`src/hdl/pcu_pkg.sv`:
```
package pcu_pkg;
  // Register byte offsets
  localparam logic [7:0] PCU_OFF_RANDOM   = 8'h00;
  localparam logic [7:0] PCU_OFF_COUNT    = 8'h04;
  localparam logic [7:0] PCU_OFF_COMPARE  = 8'h08;
  localparam logic [7:0] PCU_OFF_STATUS   = 8'h0C;
  localparam logic [7:0] PCU_OFF_CAUSE    = 8'h10;
  localparam logic [7:0] PCU_OFF_ERRPC_LO = 8'h14;
  localparam logic [7:0] PCU_OFF_ERRPC_HI = 8'h18;
  localparam logic [7:0] PCU_OFF_WLO0     = 8'h20;
  localparam logic [7:0] PCU_OFF_WHI0     = 8'h24;
  localparam logic [7:0] PCU_OFF_WLO1     = 8'h28;
  localparam logic [7:0] PCU_OFF_WHI1     = 8'h2C;
  localparam logic [7:0] PCU_OFF_SETUP    = 8'h30;
  localparam logic [7:0] PCU_OFF_PGMASK   = 8'h34;
  // Field positions
  localparam int PCU_ST_IE   = 0;
  localparam int PCU_ST_EXL  = 1;
  localparam int PCU_ST_ERL  = 2;
  localparam int PCU_ST_UX   = 5;
  localparam int PCU_CA_IP7  = 15;
  localparam int PCU_CA_HW5  = 7;
  localparam int PCU_CA_MM   = 8;
  localparam int PCU_CA_WP   = 9;
  localparam int PCU_CA_MC   = 10;
  localparam int PCU_CA_BE   = 11;
  localparam int PCU_CA_CE   = 12;
  localparam int PCU_CA_NMI  = 13;
  localparam int PCU_SETUP_HOLD = 1;
  // Widths and other constants
  localparam int PCU_SEG_W  = 44;
  localparam int PCU_PA_W   = 40;
  localparam int PCU_LOW_W  = 31;
  localparam int PCU_SKIP_N = 3;
  localparam logic [7:0]  PCU_PGMASK_MAX = 8'hFF;
  localparam logic [31:0] PCU_SETUP_RST  = 32'h0000_0002;
  localparam logic [63:0] PCU_PC_STEP    = 64'h0000_0000_0000_0004;
  localparam logic [2:0]  PCU_ATTR_UNC   = 3'h2;
  // Pipeline event bundle
  typedef struct packed {
    logic        grad;
    logic        tlbw;
    logic        tlb_dup;
    logic        tlb_fault;
    logic        bus_tmo;
    logic        dbus_err;
    logic        dcache_err;
    logic        nmi;
    logic        err_exc;
    logic        in_delay;
    logic        watch_hit;
    logic        watch_prefcache;
    logic        low_exc;
    logic        wait_op;
    logic [63:0] pc;
  } pcu_evt_t;
  // Translation result bundle
  typedef struct packed {
    logic                mapped;
    logic [2:0]          attr;
    logic [PCU_PA_W-1:0] pa;
  } pcu_xlat_t;
endpackage

```
`src/hdl/pcu_top.sv`:
```
`timescale 1ns/1ps
module pcu_top
  import pcu_pkg::*;
#(
  parameter int ENTRIES = 64,
  parameter int IDX_W   = $clog2(ENTRIES)
)(
  input  wire logic            ref_clk_in,
  input  wire logic            resetn_in,
  input  wire logic [7:0]      avs_address_in,
  input  wire logic            avs_read_in,
  input  wire logic            avs_write_in,
  input  wire logic [31:0]     avs_writedata_in,
  input  wire logic [3:0]      avs_byteenable_in,
  input  wire pcu_evt_t        evt_in,
  input  wire logic            hw_int5_in,
  input  wire logic [63:0]     va_in,
  input  wire logic            va_valid_in,
  output logic [31:0]          avs_readdata_out,
  output logic                 avs_waitrequest_out,
  output logic                 avs_response_out,
  output logic [IDX_W-1:0]     random_index_out,
  output logic                 timer_interrupt_pending_bit_out,
  output logic                 int_req_out,
  output logic                 machine_check_out,
  output logic                 imprecise_err_out,
  output logic                 nmi_take_out,
  output logic                 watch_take_out,
  output pcu_xlat_t            xlat_out,
  output logic                 core1_reset_out
);
  // Sum of all state but the reset synchroniser
  typedef struct packed {
    logic [IDX_W-1:0]    random_q;
    logic [1:0]          skip_q;
    logic [31:0]         count_q;
    logic [31:0]         compare_q;
    logic [31:0]         status_q;
    logic [31:0]         cause_q;
    logic [63:0]         error_return_pc_q;
    logic [31:0]         wlo0_q;
    logic [31:0]         whi0_q;
    logic [31:0]         wlo1_q;
    logic [31:0]         whi1_q;
    logic [31:0]         setup_q;
    logic [7:0]          pgmask_q;
    logic [31:0]         rdata_q;
    logic                ack_q;
    logic                resp_q;
    logic                intr_q;
    logic                mc_q;
    logic                imp_q;
    logic                nmi_q;
    logic                watch_q;
    pcu_xlat_t           xlat_q;
  } pcu_state_t;

  pcu_state_t s_q;           // Registered state
  pcu_state_t s_d;           // Next state
  logic       rst_n;         // Synchronised reset
  logic       access;        // Bus access present
  logic [1:0] rst_sync_q;    // Reset release stages
  logic [31:0] cause_set;    // Sticky cause bits raised this cycle

  assign rst_n  = rst_sync_q[1];
  assign access = (avs_read_in | avs_write_in) & ~s_q.ack_q;

  // Byte-enable merge of a written word
  function automatic logic [31:0] pcu_merge(input logic [31:0] old_v,
                                            input logic [31:0] new_v,
                                            input logic [3:0]  be);
    logic [31:0] r;
    r = old_v;
    for (int i = 0; i < 4; i++)
    begin
      if (be[i])
        r[i*8 +: 8] = new_v[i*8 +: 8];
    end
    return r;
  endfunction

  // Reset synchroniser, constants only under async reset
  always_ff @(posedge ref_clk_in or negedge resetn_in)
  begin
    if (!resetn_in)
      rst_sync_q <= 2'h0;
    else
      rst_sync_q <= {rst_sync_q[0], 1'b1};
  end

  // Next-state logic
  always_comb
  begin
    s_d          = s_q;
    cause_set    = 32'h0000_0000;
    s_d.ack_q    = access;
    s_d.count_q = s_q.count_q + 32'h0000_0001;
    if (evt_in.grad)
    begin
      if (evt_in.tlbw)
      begin
        if (s_q.skip_q == 2'(PCU_SKIP_N - 1))
          s_d.skip_q = 2'h0;
        else
        begin
          s_d.skip_q   = s_q.skip_q + 2'h1;
          s_d.random_q = s_q.random_q + IDX_W'(1);
        end
      end
      else
        s_d.random_q = s_q.random_q + IDX_W'(1);
    end
    s_d.cause_q[PCU_CA_HW5] = hw_int5_in;
    if (s_q.count_q == s_q.compare_q)
      s_d.cause_q[PCU_CA_IP7] = 1'b1;
    s_d.intr_q = (s_d.cause_q[PCU_CA_IP7] | hw_int5_in) & s_q.status_q[PCU_ST_IE]
                 & ~s_q.status_q[PCU_ST_EXL] & ~s_q.status_q[PCU_ST_ERL];
    if (evt_in.err_exc)
      s_d.error_return_pc_q = evt_in.in_delay ? (evt_in.pc - PCU_PC_STEP) : evt_in.pc;
    s_d.mc_q = evt_in.tlb_fault | evt_in.bus_tmo | (evt_in.tlbw & evt_in.tlb_dup);
    if (s_d.mc_q)
      cause_set[PCU_CA_MC] = 1'b1;
    if (evt_in.tlbw & evt_in.tlb_dup)
      cause_set[PCU_CA_MM] = 1'b1;
    s_d.imp_q = evt_in.dbus_err | evt_in.dcache_err;
    if (evt_in.dbus_err)
      cause_set[PCU_CA_BE] = 1'b1;
    if (evt_in.dcache_err)
      cause_set[PCU_CA_CE] = 1'b1;
    s_d.nmi_q = evt_in.nmi;
    if (evt_in.nmi)
      cause_set[PCU_CA_NMI] = 1'b1;
    s_d.watch_q = 1'b0;
    if (evt_in.watch_hit & ~evt_in.watch_prefcache)
    begin
      if (s_q.status_q[PCU_ST_EXL] | s_q.status_q[PCU_ST_ERL])
      begin
        if (!evt_in.low_exc)
          cause_set[PCU_CA_WP] = 1'b1;
      end
      else
        s_d.watch_q = 1'b1;
    end
    // Raise the sticky cause bits of this cycle
    s_d.cause_q = s_d.cause_q | cause_set;
    // wait is a no-op (evt_in.wait_op ignored)
    s_d.xlat_q.mapped = 1'b1;
    s_d.xlat_q.attr   = 3'h0;
    s_d.xlat_q.pa     = '0;
    if (va_valid_in & s_q.status_q[PCU_ST_ERL])
    begin
      if (va_in[63:PCU_LOW_W] == '0)
      begin
        s_d.xlat_q.mapped = 1'b0;
        s_d.xlat_q.attr   = PCU_ATTR_UNC;
        s_d.xlat_q.pa     = {{(PCU_PA_W-32){1'b0}}, va_in[31:0]};
      end
      else if (s_q.status_q[PCU_ST_UX] && va_in[63:PCU_SEG_W] == '0)
      begin
        s_d.xlat_q.mapped = 1'b0;
        s_d.xlat_q.attr   = PCU_ATTR_UNC;
        s_d.xlat_q.pa     = {{(PCU_PA_W-32){1'b0}}, va_in[31:0]};
      end
    end
    // Register reads and writes
    s_d.resp_q = 1'b0;
    if (access & avs_write_in)
    begin
      case (avs_address_in)
        PCU_OFF_COUNT:    s_d.count_q = pcu_merge(s_q.count_q, avs_writedata_in,
                                                  avs_byteenable_in);
        PCU_OFF_COMPARE:
        begin
          s_d.compare_q = pcu_merge(s_q.compare_q, avs_writedata_in, avs_byteenable_in);
          s_d.cause_q[PCU_CA_IP7] = (s_q.count_q == s_q.compare_q);
        end
        PCU_OFF_STATUS:   s_d.status_q = pcu_merge(s_q.status_q, avs_writedata_in,
                                                   avs_byteenable_in);
        // Cause sticky bits write one to clear, set wins
        PCU_OFF_CAUSE:    s_d.cause_q = (s_d.cause_q & ~(avs_writedata_in & 32'h0000_3F00))
                                        | cause_set;
        PCU_OFF_WLO0:     s_d.wlo0_q = pcu_merge(s_q.wlo0_q, avs_writedata_in,
                                                 avs_byteenable_in);
        PCU_OFF_WHI0:     s_d.whi0_q = pcu_merge(s_q.whi0_q, avs_writedata_in,
                                                 avs_byteenable_in);
        PCU_OFF_WLO1:     s_d.wlo1_q = pcu_merge(s_q.wlo1_q, avs_writedata_in,
                                                 avs_byteenable_in);
        PCU_OFF_WHI1:     s_d.whi1_q = pcu_merge(s_q.whi1_q, avs_writedata_in,
                                                 avs_byteenable_in);
        PCU_OFF_SETUP:    s_d.setup_q = pcu_merge(s_q.setup_q, avs_writedata_in,
                                                  avs_byteenable_in);
        PCU_OFF_PGMASK:   s_d.pgmask_q = avs_writedata_in[7:0] & PCU_PGMASK_MAX;
        PCU_OFF_RANDOM, PCU_OFF_ERRPC_LO, PCU_OFF_ERRPC_HI: s_d.resp_q = 1'b0;
        default:          s_d.resp_q = 1'b1;
      endcase
    end
    s_d.rdata_q = 32'h0000_0000;
    if (access & avs_read_in)
    begin
      case (avs_address_in)
        PCU_OFF_RANDOM:   s_d.rdata_q = 32'(s_q.random_q);
        PCU_OFF_COUNT:    s_d.rdata_q = s_q.count_q;
        PCU_OFF_COMPARE:  s_d.rdata_q = s_q.compare_q;
        PCU_OFF_STATUS:   s_d.rdata_q = s_q.status_q;
        PCU_OFF_CAUSE:    s_d.rdata_q = s_q.cause_q;
        PCU_OFF_ERRPC_LO: s_d.rdata_q = s_q.error_return_pc_q[31:0];
        PCU_OFF_ERRPC_HI: s_d.rdata_q = s_q.error_return_pc_q[63:32];
        PCU_OFF_WLO0:     s_d.rdata_q = s_q.wlo0_q;
        PCU_OFF_WHI0:     s_d.rdata_q = s_q.whi0_q;
        PCU_OFF_WLO1:     s_d.rdata_q = s_q.wlo1_q;
        PCU_OFF_WHI1:     s_d.rdata_q = s_q.whi1_q;
        PCU_OFF_SETUP:    s_d.rdata_q = s_q.setup_q;
        PCU_OFF_PGMASK:   s_d.rdata_q = {24'h00_0000, s_q.pgmask_q};
        default:          s_d.resp_q  = 1'b1;
      endcase
    end
  end

  // State register
  always_ff @(posedge ref_clk_in or negedge rst_n)
  begin
    if (!rst_n)
    begin
      s_q.random_q          <= {IDX_W{1'b1}};
      s_q.skip_q            <= 2'h0;
      s_q.count_q           <= 32'h0000_0000;
      s_q.compare_q         <= 32'h0000_0000;
      s_q.status_q          <= 32'h0000_0004;
      s_q.cause_q           <= 32'h0000_0000;
      s_q.error_return_pc_q <= 64'h0000_0000_0000_0000;
      s_q.wlo0_q            <= 32'h0000_0000;
      s_q.whi0_q            <= 32'h0000_0000;
      s_q.wlo1_q            <= 32'h0000_0000;
      s_q.whi1_q            <= 32'h0000_0000;
      s_q.setup_q           <= PCU_SETUP_RST;
      s_q.pgmask_q          <= 8'h00;
      s_q.rdata_q           <= 32'h0000_0000;
      s_q.ack_q             <= 1'b0;
      s_q.resp_q            <= 1'b0;
      s_q.intr_q            <= 1'b0;
      s_q.mc_q              <= 1'b0;
      s_q.imp_q             <= 1'b0;
      s_q.nmi_q             <= 1'b0;
      s_q.watch_q           <= 1'b0;
      s_q.xlat_q            <= '0;
    end
    else
    begin
      s_q.random_q          <= s_d.random_q;
      s_q.skip_q            <= s_d.skip_q;
      s_q.count_q           <= s_d.count_q;
      s_q.compare_q         <= s_d.compare_q;
      s_q.status_q          <= s_d.status_q;
      s_q.cause_q           <= s_d.cause_q;
      s_q.error_return_pc_q <= s_d.error_return_pc_q;
      s_q.wlo0_q            <= s_d.wlo0_q;
      s_q.whi0_q            <= s_d.whi0_q;
      s_q.wlo1_q            <= s_d.wlo1_q;
      s_q.whi1_q            <= s_d.whi1_q;
      s_q.setup_q           <= s_d.setup_q;
      s_q.pgmask_q          <= s_d.pgmask_q;
      s_q.rdata_q           <= s_d.rdata_q;
      s_q.ack_q             <= s_d.ack_q;
      s_q.resp_q            <= s_d.resp_q;
      s_q.intr_q            <= s_d.intr_q;
      s_q.mc_q              <= s_d.mc_q;
      s_q.imp_q             <= s_d.imp_q;
      s_q.nmi_q             <= s_d.nmi_q;
      s_q.watch_q           <= s_d.watch_q;
      s_q.xlat_q            <= s_d.xlat_q;
    end
  end

  // Outputs straight from flops
  assign avs_readdata_out                = s_q.rdata_q;
  assign avs_waitrequest_out             = ~s_q.ack_q;
  assign avs_response_out                = s_q.resp_q;
  assign random_index_out                = s_q.random_q;
  assign timer_interrupt_pending_bit_out = s_q.cause_q[PCU_CA_IP7];
  assign int_req_out                     = s_q.intr_q;
  assign machine_check_out               = s_q.mc_q;
  assign imprecise_err_out               = s_q.imp_q;
  assign nmi_take_out                    = s_q.nmi_q;
  assign watch_take_out                  = s_q.watch_q;
  assign xlat_out                        = s_q.xlat_q;
  assign core1_reset_out                 = s_q.setup_q[PCU_SETUP_HOLD];
endmodule // pcu_top

```
`config.mk`:
```
export PLATFORM = sky130hd
export DESIGN_NAME = pcu_top
export DESIGN_NICKNAME = d
export VERILOG_FILES = /design/src/hdl/pcu_pkg.sv /design/src/hdl/pcu_top.sv
export SDC_FILE = /design/constraint.sdc
export NUM_CORES = 1
export LEC_CHECK = 0
export BUFFER_PORTS_ARGS = -buffer_cell sky130_fd_sc_hd__buf_2
export CAP_MARGIN = 40
export CORE_MARGIN = 4
export CORE_UTILIZATION = 40
export DETAILED_ROUTE_END_ITERATION = 8
export SETUP_SLACK_MARGIN = 0.2
export SYNTH_ARGS = -nofsm -noshare
export SYNTH_HDL_FRONTEND = slang
export SYNTH_SLANG_ARGS = --single-unit
```
`constraint.sdc`:
```
create_clock -name ref_clk_in -period 16 [get_ports ref_clk_in]
set_clock_uncertainty 0.2 [all_clocks]
set_input_delay 0.8 -clock ref_clk_in [delete_from_list [all_inputs] [get_ports ref_clk_in]]
set_output_delay 0.8 -clock ref_clk_in [all_outputs]
set_load 0.03 [all_outputs]
```
==> impl_metrics.json <==
{
  "status": "completed",
  "synth_edf_count": 0,
  "maxCapViolations": 0,
  "drv_slew": 0,
  "port-buffer-count": 271,
  "die_y_um": 233,
  "die_w_um": 233,
  "fin_crit_ns": 3.31,
  "async_reset_ff_frac": 1.00,
  "yosys.cell_types.count": 67,
  "rr_worst_depth": 6,
  "worst_setup_path_end_kind": "flop",
  "ys_warn_count": 0,
  "ys_seq_area_frac": 0.519,
  "cts_inserted_buffers": 47,
  "syn_area_sq_um": 20200,
  "slew_headroom": 0.346,
  "grt_pass1_wl_mm": 96.8,
  "tns_ns": 0,
  "drt_wl_total_mm": 64.7,
  "ios": 283,
  "syn_inst": 1774,
  "required_ns": 16.29,
  "cts.clk_slew.worst_paths_ns": 0.07,
  "viasPerCell": 5.84,
  "crit_type": "input pin to flop",
  "postLayoutCoreUtil": 0.473,
  "avgSynthCellArea_sq_um": 11.4,
  "finalWeightedCongestion": 0.902,
  "via_count": 15700,
  "r2r_setup_slack_ns": 12.96,
  "cts.sinks": 419,
  "drtPass1Iterations": 8,
  "cts_root_buffer": "clkbuf_16",
  "grt_pass1_vias": 15600,
  "cts_max_level": 2,
  "grt_usage": 0.234,
  "finalSetupViolCount": 0,
  "p_leak_nw": 10.6,
  "worst_slew_pin_slew_ns": 0.982,
  "place_hpwl_mm": 46.9,
  "max_freq_mhz": 302,
  "start_util": 0.404,
  "syn_to_final_growth_pct": 17.2,
  "cts_hold_buf": 1,
  "r2r_start": "s_q[411]",
  "drtIter0Drc": 1408,
  "post_cts_resized": 0,
  "die_area_sq_um": 54200,
  "grt_antenna_before_repair": 12,
  "worstReg2RegEnd": "s_q[431]",
  "coreArea_sq_um": 50100,
  "layout.cells.non_filler": 2687,
  "ys.flop_type": "dfrtp_1",
  "dp_cells": 2594,
  "drcViolationCount": 0,
  "rsz0062_at_grt": "false",
  "crit_path_max_fanout": 24,
  "grt_max_degree": 171,
  "finalHoldViolations": 0,
  "hold_path_class": "flop to asynchronous set/reset pin",
  "cts_tree": "yes",
  "p_per_area_nw_per_um2": 107,
  "postCtsSetupRepairBufs": 0,
  "clkLatencyLatePin_ns": 0.59,
  "wl_per_cell_um": 24.1,
  "ant_nets": 0,
  "drive_gt1_frac": 0.342,
  "fill_cells": 4622,
  "ys_ff_latch": 419,
  "nets": 2167,
  "critPathArrivalTime_ns": 3.60,
  "cp-start-kind": "input pin",
  "grt_overflow": 0,
  "max-vdd-ir-drop_mv": 0.0750,
  "std_cell_rows": 82,
  "clockBufferDepth": 3,
  "fin_crit_sh": 0.207
}
cells in the final DEF (no fill, tap or decap), types with 24 or more instances in the layout:
master / count
nor4_1: 29
nor3_1: 25
or4_1: 24
buf_4: 37
buf_2: 273
xor2_1: 43
a21oi_1: 39
nand2_1: 63
a22oi_1: 121
clkbuf_16: 49
dfrtp_1: 410
a31oi_1: 61
and2_1: 38
mux2_2: 238
nor2_1: 131
final cells by class:
type                            instances  area [sq um]  share of cell area
Sequential cell                       419         10500               0.443
Multi-Input combinational cell       1168          8770               0.370
Timing Repair Buffer                  323          1900              0.0804
Clock buffer                           68          1410              0.0594
Tap cell                              672           841              0.0355
Clock inverter                         17           196             0.00829
Inverter                               13          48.8             0.00206
Antenna cell                            7          17.5            0.000740
synth_stat cells, types with 9 or more instances:
cell / instances / share of area
nand4_1: 15 / 0.0046
xnor2_1: 21 / 0.0091
o41ai_1: 9 / 0.0039
a22oi_1: 121 / 0.045
a22o_1: 20 / 0.0087
or4_1: 24 / 0.0089
a311oi_1: 11 / 0.0048
a222oi_1: 11 / 0.0055
nor4_1: 30 / 0.0093
or2_2: 12 / 0.0037
a21oi_1: 39 / 0.0097
nor2_1: 138 / 0.026
nor3_1: 26 / 0.0064
xor2_1: 43 / 0.019
clkbuf_1: 86 / 0.016
or4b_1: 10 / 0.0050
and2_1: 38 / 0.012
a211oi_1: 13 / 0.0048
o21ai_0: 19 / 0.0047
buf_4: 82 / 0.030
a31oi_1: 61 / 0.019
o31ai_1: 17 / 0.0063
nand3_1: 22 / 0.0055
buf_2: 13 / 0.0032
and3_1: 22 / 0.0068
o22ai_1: 11 / 0.0034
nand2_1: 63 / 0.012
mux2_2: 238 / 0.13
dfrtp_1: 411 / 0.51
or3_1: 22 / 0.0068
inv_1: 13 / 0.0024
layer usage:
metal	track usage	vias to the layer above	wire length, um
met5	0	-	56
met4	0.0883	10	2200
met3	0.0561	133	5480
met2	0.371	662	29700
met1	0.312	7905	27300
li1	-	6992	-
worst max path at each step:
| stage | to | slack [ns] | depth (start not counted) | start |
|---|---|---|---|---|
| after detailed placement | s_q[294] | 12.07 | 6 | evt_in[15] |
| after floorplan | avs_readdata_out[0] | 3.27 | 0 | rst_sync_q[1] |
| after CTS | s_q[294] | 12.68 | 6 | evt_in[15] |
| after global routing | s_q[287] | 12.48 | 6 | evt_in[15] |
| after global placement | s_q[353] | 11.96 | 6 | avs_address_in[3] |
| final | s_q[294] | 12.69 | 6 | evt_in[15] |
registers in the layout, summed over array words and instances, names as in the netlist:
name,count
avs_readdata_out,32
timer_interrupt_pending_bit_out,1
machine_check_out,1
nmi_take_out,1
core1_reset_out,1
imprecise_err_out,1
s_q,337
rst_sync_q,2
int_req_out,1
random_index_out,6
avs_response_out,1
xlat_out,34
watch_take_out,1
metrics by stage:
stage	area, sq um	worst slack [ns]	power, mW	hold WS [ns]
finish	23700	12.69	2.54	0.101
global route	23700	12.48	2.63	0.143
CTS	23700	12.68	2.56	0.117
detailed placement	22100	12.07	1.44	0.136
global placement	21700	11.96	1.43	0.132
floorplan	20200	3.27	1.33	0.131
cells by family (layout without fill, tap and decap cells):
logic type | Yosys count | after routing | synth area share
AOI/OAI and AO/OA | 384 | 384 | 0.138
xor gates and xnor gates | 64 | 64 | 0.0277
adders and majority gates | 3 | 3 | 0.00186
buffers and inverters | 196 | 421 | 0.0525
DFF | 419 | 419 | 0.519
muxes | 242 | 242 | 0.135
other | 2 | 18 | 0.000372
and+or+nand+nor | 464 | 464 | 0.126
worst max-delay path, stage by stage:
cell	delay, ns
buf_2	0.12
or4_1	0.63
nor4_4	0.60
nand4_2	0.60
or4_1	0.65
a31oi_1	0.18
power by group:
| part | internal (mW) | leakage [nW] | switching [mW] |
|---|---|---|---|
| registers | 1.12 | 5.52 | 0.0810 |
| logic | 0.0862 | 4.26 | 0.137 |
| clock network | 0.674 | 0.789 | 0.443 |
| total | 1.88 | 10.6 | 0.661 |
No activity file was read; power rests on OpenSTA's default activity.
